File: config.mk
export PLATFORM = sky130hd
export DESIGN_NAME = rx_port_back_channel_config
export DESIGN_NICKNAME = d
export VERILOG_FILES = /design/src/rx_port_bcc_pkg.sv /design/src/rx_port_back_channel_config.sv
export SDC_FILE = /design/constraint.sdc
export NUM_CORES = 1
export LEC_CHECK = 0
export CAP_MARGIN = 5
export CORE_MARGIN = 2
export CORE_UTILIZATION = 40
export CTS_CLUSTER_DIAMETER = 30
export CTS_CLUSTER_SIZE = 25
export DETAILED_ROUTE_END_ITERATION = 10
export DONT_BUFFER_PORTS = 1
export REMOVE_ABC_BUFFERS = 1
export SYNTH_ARGS = -nofsm -noshare
export SYNTH_HDL_FRONTEND = slang
export SYNTH_SLANG_ARGS = --single-unit
File: constraint.sdc
create_clock -name core_clk -period 2.9 [get_ports core_clk]
set_input_delay 0.58 -clock core_clk [delete_from_list [all_inputs] [get_ports core_clk]]
set_output_delay 0.58 -clock core_clk [all_outputs]
set_load 0.005 [all_outputs]
File: src/rx_port_bcc_pkg.sv
// constants for the per-port return-link configuration bank
// assumes an 8-bit register access port driven by the local i2c target logic
package rx_port_bcc_pkg;

  localparam int          num_ports          = 4;
  localparam int          port_sel_bits      = 2;

  localparam logic [7:0]  port_select_addr   = 8'h4C;
  localparam logic [7:0]  back_channel_addr  = 8'h58;
  localparam logic [7:0]  datapath_one_addr  = 8'h59;
  localparam logic [7:0]  serializer_id_addr = 8'h5B;

  // back_channel_config fields
  localparam int          pass_all_bit       = 7;
  localparam int          pass_decoded_bit   = 6;
  localparam int          ack_all_bit        = 5;
  localparam int          always_on_bit      = 4;
  localparam int          crc_enable_bit     = 3;
  localparam logic [7:0]  bcc_reset_upper    = 8'h18;
  localparam logic [2:0]  rate_2p5_mbps      = 3'h0;
  localparam logic [2:0]  rate_10_mbps       = 3'h2;

  // datapath_control_one fields
  localparam int          hold_local_bit     = 7;
  localparam logic [7:0]  datapath_reset     = 8'h00;
  localparam logic [7:0]  datapath_rw_mask   = 8'h83;

  // remote_serializer_ident fields
  localparam int          hold_ident_bit     = 0;
  localparam logic [7:0]  ident_reset        = 8'h00;

  localparam logic [7:0]  port_select_reset  = 8'h00;

endpackage : rx_port_bcc_pkg

File: src/rx_port_back_channel_config.sv
// per-receive-port return-link config: bcc, datapath control, serializer ident
// assumes reg_wr/reg_rd are one-cycle strobes from i2c target logic on core_clk;
// remote-loaded values arrive as strobes on core_clk; rate strap is a pin.
`timescale 1ns/1ps

module rx_port_back_channel_config #(
  parameter int ports       = rx_port_bcc_pkg::num_ports,
  parameter int settle_cyc  = 64
) (
  input  wire logic                core_clk,
  input  wire logic                rstn,
  input  wire logic [2:0]          rate_strap,
  input  wire logic                reg_wr,
  input  wire logic                reg_rd,
  input  wire logic                reg_from_local,
  input  wire logic [7:0]          reg_addr,
  input  wire logic [7:0]          reg_wdata,
  output      logic [7:0]          reg_rdata,
  input  wire logic [ports-1:0]    remote_gpio_load,
  input  wire logic [ports*2-1:0]  remote_gpio_count,
  input  wire logic [ports-1:0]    remote_ident_load,
  input  wire logic [ports*7-1:0]  remote_ident,
  input  wire logic [ports-1:0]    i2c_addr_match,
  input  wire logic [ports-1:0]    i2c_txn_valid,
  input  wire logic [ports-1:0]    i2c_txn_write,
  output      logic [ports-1:0]    forward_txn,
  output      logic [ports-1:0]    local_ack,
  output      logic [ports-1:0]    return_link_enable,
  output      logic [ports-1:0]    return_link_crc_enable,
  output      logic [ports*3-1:0]  return_link_rate_select,
  output      logic [ports-1:0]    return_link_rate_invalid,
  output      logic [ports-1:0]    return_link_settling,
  output      logic [ports*2-1:0]  forward_gpio_count,
  output      logic [ports*4-1:0]  forward_gpio_enable,
  output      logic [ports*7-1:0]  remote_serializer_ident
);

  ////////////////////////////////////////////////////////////////////////////
  // strap synchroniser, three stages

  logic [2:0] strap_s1;
  logic [2:0] strap_s2;
  logic [2:0] strap_s3;
  logic       strap_taken;

  always_ff @(posedge core_clk) begin
    strap_s1 <= rate_strap;
    strap_s2 <= strap_s1;
    strap_s3 <= strap_s2;
  end

  wire strap_stable = (strap_s2 == strap_s3);

  ////////////////////////////////////////////////////////////////////////////
  // port select and address decode

  logic [7:0] port_select;

  wire sel_port_hit = (reg_addr == rx_port_bcc_pkg::port_select_addr);
  wire sel_bcc_hit  = (reg_addr == rx_port_bcc_pkg::back_channel_addr);
  wire sel_dp_hit   = (reg_addr == rx_port_bcc_pkg::datapath_one_addr);
  wire sel_id_hit   = (reg_addr == rx_port_bcc_pkg::serializer_id_addr);
  wire [rx_port_bcc_pkg::port_sel_bits-1:0] cur_port =
    port_select[rx_port_bcc_pkg::port_sel_bits-1:0];

  always_ff @(posedge core_clk) begin
    if (!rstn) begin
      port_select <= rx_port_bcc_pkg::port_select_reset;
    end else if (reg_wr && sel_port_hit) begin
      port_select <= reg_wdata;
    end
  end

  ////////////////////////////////////////////////////////////////////////////
  // per-port register copies

  logic [7:0] bcc      [ports];
  logic [7:0] datapath [ports];
  logic [7:0] ident    [ports];
  logic [7:0] rd_bcc;
  logic [7:0] rd_dp;
  logic [7:0] rd_id;

  // strap captured once after release; reset itself only loads constants
  always_ff @(posedge core_clk) begin
    if (!rstn) begin
      strap_taken <= 1'b0;
    end else if (strap_stable) begin
      strap_taken <= 1'b1;
    end
  end

  wire strap_load = !strap_taken && strap_stable;

  genvar p;
  generate
    for (p = 0; p < ports; p++) begin : g_port
      // a genvar cannot be part-selected, so size it by a cast instead
      wire       here   = (cur_port == rx_port_bcc_pkg::port_sel_bits'(p));
      wire       wr_bcc = reg_wr && sel_bcc_hit && here;
      wire       wr_dp  = reg_wr && sel_dp_hit && here;
      wire       wr_id  = reg_wr && sel_id_hit && here;
      wire       held   = datapath[p][rx_port_bcc_pkg::hold_local_bit];
      wire       idheld = ident[p][rx_port_bcc_pkg::hold_ident_bit];
      // remote writes cannot touch always-on
      wire       ao_val = reg_from_local ? reg_wdata[rx_port_bcc_pkg::always_on_bit]
                                         : bcc[p][rx_port_bcc_pkg::always_on_bit];
      wire [7:0] bcc_wr = {reg_wdata[7:5], ao_val, reg_wdata[3:0]};
      wire [2:0] rate   = bcc[p][2:0];
      wire       pass_all = bcc[p][rx_port_bcc_pkg::pass_all_bit];
      wire       pass_dec = bcc[p][rx_port_bcc_pkg::pass_decoded_bit];
      wire [1:0] gcount = datapath[p][1:0];
      logic [$clog2(settle_cyc+1)-1:0] settle;

      always_ff @(posedge core_clk) begin
        if (!rstn) begin
          bcc[p] <= rx_port_bcc_pkg::bcc_reset_upper;
        end else if (wr_bcc) begin
          bcc[p] <= bcc_wr;
        end else if (strap_load) begin
          bcc[p] <= {bcc[p][7:3], strap_s3};
        end
      end

      // local write to gpio count sticks only while held; loads skip when held
      always_ff @(posedge core_clk) begin
        if (!rstn) begin
          datapath[p] <= rx_port_bcc_pkg::datapath_reset;
        end else if (wr_dp) begin
          datapath[p][7] <= reg_wdata[rx_port_bcc_pkg::hold_local_bit];
          if (reg_wdata[rx_port_bcc_pkg::hold_local_bit] || held) begin
            datapath[p][1:0] <= reg_wdata[1:0];
          end
        end else if (remote_gpio_load[p] && !held) begin
          datapath[p][1:0] <= remote_gpio_count[p*2 +: 2];
        end
      end

      always_ff @(posedge core_clk) begin
        if (!rstn) begin
          ident[p] <= rx_port_bcc_pkg::ident_reset;
        end else if (wr_id) begin
          ident[p] <= reg_wdata;
        end else if (remote_ident_load[p] && !idheld) begin
          ident[p][7:1] <= remote_ident[p*7 +: 7];
        end
      end

      // transient error window after a register write changes the rate
      always_ff @(posedge core_clk) begin
        if (!rstn) begin
          settle <= '0;
        end else if (wr_bcc && (bcc_wr[2:0] != rate)) begin
          settle <= ($clog2(settle_cyc+1))'(settle_cyc);
        end else if (settle != '0) begin
          settle <= settle - 1'b1;
        end
      end

      assign return_link_settling[p]     = (settle != '0);
      assign forward_txn[p]              = i2c_txn_valid[p] &&
                                           (pass_all || (pass_dec && i2c_addr_match[p]));
      assign local_ack[p]                = forward_txn[p] && i2c_txn_write[p] &&
                                           bcc[p][rx_port_bcc_pkg::ack_all_bit];
      assign return_link_enable[p]       = bcc[p][rx_port_bcc_pkg::always_on_bit] ||
                                           pass_all || pass_dec;
      assign return_link_crc_enable[p]   = bcc[p][rx_port_bcc_pkg::crc_enable_bit];
      assign return_link_rate_select[p*3 +: 3] = rate;
      assign return_link_rate_invalid[p] = (rate != rx_port_bcc_pkg::rate_2p5_mbps) &&
                                           (rate != rx_port_bcc_pkg::rate_10_mbps);
      assign forward_gpio_count[p*2 +: 2] = gcount;
      assign forward_gpio_enable[p*4 +: 4] = (gcount == 2'h0) ? 4'h0 :
                                             (gcount == 2'h1) ? 4'h1 :
                                             (gcount == 2'h2) ? 4'h3 : 4'hF;
      assign remote_serializer_ident[p*7 +: 7] = ident[p][7:1];
    end
  endgenerate

  ////////////////////////////////////////////////////////////////////////////
  // read path; unmapped addresses read zero, reserved bits zero

  assign rd_bcc = bcc[cur_port];
  assign rd_dp  = datapath[cur_port] & rx_port_bcc_pkg::datapath_rw_mask;
  assign rd_id  = ident[cur_port];

  wire [7:0] rd_mux = sel_port_hit ? port_select :
                      sel_bcc_hit  ? rd_bcc :
                      sel_dp_hit   ? rd_dp :
                      sel_id_hit   ? rd_id : 8'h00;

  always_ff @(posedge core_clk) begin
    if (!rstn) begin
      reg_rdata <= 8'h00;
    end else if (reg_rd) begin
      reg_rdata <= rd_mux;
    end
  end

endmodule : rx_port_back_channel_config

Word level (Yosys, flattened, before mapping)
Memories as Yosys holds them, arrays and structs flattened. A register that Yosys moved wholly into a read port is not among the register bits.
Cells that the tools add are included.

storage, ports and cells
  bits in writable memories = 76
  output and inout bits = 96
  bits of input ports = 80
  memories kept = 3
  latch bits = 0
  ROM bits = 0
  register bits = 54

memories
  memory    depth  width  rd ports  clocked after Yosys merged registers in  write ports  RTL line                           RTL
  bcc       4      8      5         1                                        4            rx_port_back_channel_config.sv:77  logic [7:0] bcc [ports];
  ident     4      8      5         1                                        4            rx_port_back_channel_config.sv:79  logic [7:0] ident [ports];
  datapath  4      3      5         1                                        4            rx_port_back_channel_config.sv:78  logic [7:0] datapath [ports];

cells by class
  equality and inequality tests = 24
  add/subtract/negate cells = 4
  bitwise operators = 29
  divide/modulo/power cells = 0
  magnitude comparators = 0
  multipliers = 0
  reduce and logical (&&, ||, !) cells = 95
  mux-type cells = 160
  shifts and indexed selects = 0

operators with widths
  operator             count
  $mux 8               16
  $mux 1               106
  $mux 7               12
  $logic_and 1x1->1    49
  $mux 4               12
  $eq 8x7->1 const B   4
  $mux 2               14
  $or 1x1->1           28
  $reduce_bool 7->1    4
  $sub 7x1->7 const B  4
  $logic_or 1x1->1     16
  $eq 2x2->1 const B   6
  $ne 3x2->1 const B   4
  $ne 3x3->1           4
  $reduce_bool 3->1    4
  $eq 2x1->1 const B   5
  $logic_not 2->1      5
  $logic_not 1->1      9
  $reduce_bool 2->1    4
  $reduce_or 2->1      4
  $eq 3x3->1           1
  $not 1->1            1

Depth between registers and ports, before layout
  word-level depth = 8
  mapped depth = 7

Worst setup path before layout
OpenSTA, ideal clock, no wires.

  kind = input to register
  start = in reg_addr[5]
  end = mem ident[1][1] (enable)
  stages on the path = 3
  data required time = 2.572 ns
  slack = 0.934 ns
  arrival = 1.638 ns
  path through = nand4bb_4 > o41ai_4 > nand2b_1

RTL lines
  what         RTL line                           RTL
  from (decl)  rx_port_back_channel_config.sv:16  input wire logic [7:0] reg_addr,
  to (decl)    rx_port_back_channel_config.sv:79

Worst setup path after layout
  start = reg g_port[3].settle[2]
  end = out return_link_settling[3]

between the ends
  cells in the longest elaborated chain, start to end = 1

RTL lines
  what                    RTL line                            RTL
  from (decl)             rx_port_back_channel_config.sv:113  logic [$clog2(settle_cyc+1)-1:0] settle;
  from (signal assigned)  rx_port_back_channel_config.sv:154  settle <= ($clog2(settle_cyc+1))'(settle_cyc);
  from (signal assigned)  rx_port_back_channel_config.sv:156  settle <= settle - 1'b1;
  $reduce_bool 7->1       rx_port_back_channel_config.sv:160  assign return_link_settling[p] = (settle != '0);
  to (decl)               rx_port_back_channel_config.sv:32   output logic [ports-1:0] return_link_settling,

Every way passes these cells.

==> metrics.md <==
| Metric | Value |
|---|---|
| Fin Clk Skew | `around 0.0066 ns` |
| H-tree Lvls | `4` |
| Bufs on Longest Clock Path | `2` |
| Critical path class | `register to output pin` |
| Drt pass-1 iters | `5` |
| Sequential element share of the synthesized area | `46.74%` |
| WHS | `about 0.18 ns` |
| Initial antenna violation count | `0` |
| Critical hold path startpoint | `rate_strap[1]` |
| Top cells by area, synth | `edfxtp_1 (31%), dfxtp_1 (15%), mux4_2 (5.3%)` |
| Global-route wire length before repair | `30170 µm` |
| Final Power | `about 0.0057 W` |
| PwrDens | `732.1 nW/µm²` |
| Cells on Worst Hold Path | `0` |
| Post-CTS Setup Bufs | `0` |
| Routed len/inst | `23.12 µm` |
| Clk Latency, worst-skew pair | `0.42 ns` |
| Slew Limit Fails | `0` |
| Filler instances | `1673` |
| Most common cell in the netlist | `edfxtp_1` |
| Post-Synthesis Cells | `653` |
| Cts bufs inserted | `17` |
| Port Buf Inserts | `0` |
| Setup TNS | `0 ns` |
| Synth-to-Final Area Change | `7.732%` |
| Critical path peak fanout | `5` |
| Max Clk Rate | `480.7 MHz` |
| CTS Hold Bufs | `0` |
| Inserted Diodes | `0` |
| Post-Syn Area per Cell | `11.15 µm²` |
| Vias | `5097` |
| Vias in the first global route | `5094` |
| Met3 usage | `7.044%` |
| Post-synth ARST share | `0%` |
| Worst endpoint required time | `approximately 2.3 ns` |
| Die Y | `between 100 and 150 µm` |
| Outcome | `finished, final reports clean` |
| Worst Hold Class | `primary input to register` |
| Worst slew pin tran | `0.8096 ns` |
| Number of synthesized flops with an enable pin | `76` |
| Unrepaired setup endpoints after global routing | `false` |
| Synth cell count leaders | `edfxtp_1 (76), nor2_1 (74), dfxtp_1 (56)` |
| Max Cap Viol | `0` |
| Die W | `138.9 µm` |
| Hold Fails Final Rpt | `0` |
| GPL Wtd Cong | `0.8240` |
| DIE AREA | `19300 µm²` |
| Synth top area share | `between 30% and 40%` |
| Post-DRT Antenna Nets | `0` |
| Post-DP Area | `7258 µm²` |
| Origin of the worst setup path | `g_port[3].settle[2]$_SDFFE_PP0P_` |
| RR Startpoint | `port_select[0]$_SDFFE_PN0P_` |
| CTS tree | `built` |
| Vias per cell | `5.913` |
| Reg2Reg Depth | `3` |
| GRT met2 Usage | `32.36%` |
| Layout Utilization | `43.82%` |
| Post-CTS Resized | `0` |
| Sink Count | `132` |
| Register area | `3403 µm²` |
| Tcrit/Tclk final | `71.73%` |
| Final #Nets | `708` |
| Critical Path Sink Type | `output pin` |
| Busiest metal layer after global routing | `met2` |
| Netlist Area Pre-Place | `7282 µm²` |
| Critical Path Source Type | `register` |
| Total track usage | `20.65%` |
| Final instance area | `7845 µm²` |
| CTS root buf | `clkbuf_16` |
| Clk slew on worst S/H paths | `0.06 ns` |
| Distinct cells, synth | `63` |
| Setup violations, final | `0` |
| Initial drt markers | `416` |
| Most used DFF post-synth | `edfxtp_1` |
| Critical Path AT | `1.50 ns` |
| Multi-input logic area | `3490 µm²` |
| Largest net degree at the start of global routing | `45` |
| Yosys top cell by area | `edfxtp_1` |
| Yosys reg bits | `132` |
| Core area | `17900 µm²` |
| # rows | `49` |
| Slew headroom | `between 40 and 50%` |
| Routed WL | `roughly 20000 µm` |
| Dpl hpwl | `14970 µm` |
| Max IR drop VDD | `651.6 µV` |
| Initial Util | `40.68%` |
| GRT met1 Usage | `26.80%` |
| GR Overflow Total | `0` |
| Synth warnings | `0` |
| Post-layout min period | `2.080 ns` |
| Leakage | `3.029 nW` |
| Remaining DRCs | `0` |
| Io pins | `176` |
| Layout cells sized above 1 | `between 10% and 20%` |
report_power, final:
| part | total, W | switching, W | internal (W) |
|---|---|---|---|
| clock | 0.00213 | 0.000827 | 0.00130 |
| sequential | 0.00245 | 0.000222 | 0.00223 |
| combinational | 0.00116 | 0.000645 | 0.000515 |
| total | 0.00574 | 0.00169 | 0.00405 |
cells in the final DEF, fill, tap and decap left out, types with 5 or more instances in the layout:
cell type,Yosys,final
edfxtp_1,76,76
nor2_1,74,74
dfxtp_1,56,56
nand2_1,46,46
a22o_1,29,29
mux2i_1,24,24
xor2_1,23,23
nand3_1,19,19
a21oi_1,19,19
and2_1,19,19
clkbuf_16,0,18
mux4_2,17,17
nand2b_1,14,14
o21ai_0,14,14
xnor2_1,12,12
inv_1,10,10
or3_1,10,10
nor2b_1,9,9
nor3_1,9,9
or2_2,8,8
or3b_1,8,8
ha_1,8,8
nor4_1,7,7
nand4_4,7,7
and3_1,6,6
nand3b_1,5,5
o211ai_1,5,5
a41oi_1,5,5
buf_4,20,5
flip-flops by register name, summed over array words and instances, names as in the netlist, named ones only:
register and cells:
strap_s2 3, reg_rdata 8, datapath 12, strap_s1 3, port_select 8, ident 32
strap_taken 1, strap_s3 3, g_port.settle 28, bcc 32
routing by layer:
layer  up-vias  wire length, µm  share of wire, %
met5         -                0                 0
met4         0              494               2.5
met3        35             2079                10
met2       265             9433                47
met1      2499             7925                40
li1       2298                -                 -
final cells by class:
type	instances	share of cell area (%)
clock buffers	22	6.316
clock inverters	10	1.164
well taps	229	3.652
multi-input cells	453	44.48
inverters	11	0.5263
flip-flops and latches	132	43.38
repair buffers	5	0.4785
worst max-delay path: stages, from the launching register on:
cell      delay [ns]
dfxtp_1         0.35
nor4_1          0.43
nand3b_1        0.31
cells by family after synthesis:
group | count (synthesis) | share of synthesized area [%]
multiplexers | 41 | 8.557
flip-flops | 132 | 46.74
buffers and inverters | 68 | 5.344
XOR/XNOR | 35 | 4.210
AND/OR/NAND/NOR | 273 | 22.94
adder cells (fa/ha/maj) | 8 | 1.375
AO/OA/AOI/OAI | 96 | 10.84
worst paths after layout:
| path | slack (ns) | endpoint |
|---|---|---|
| hold reg to reg | 0.33 | strap_s2[0]$_DFF_P_ |
| setup reg to reg | 0.95 | ident[3][7]$_DFFE_PP_ |
| setup / recovery | 0.82 | return_link_settling[3] |
| hold / removal | 0.18 | strap_s1[1]$_DFF_P_ |
through the flow:
| step | cells | setup slack (ns) |
|---|---|---|
| global placement | 830 | 0.7786 |
| finish | 862 | 0.8199 |
| global route | 862 | 0.7056 |
| detailed placement | 830 | 0.7609 |
| CTS | 862 | 0.8040 |
| floorplan | 596 | 0.7789 |
No activity file was read; power rests on OpenSTA's default activity.
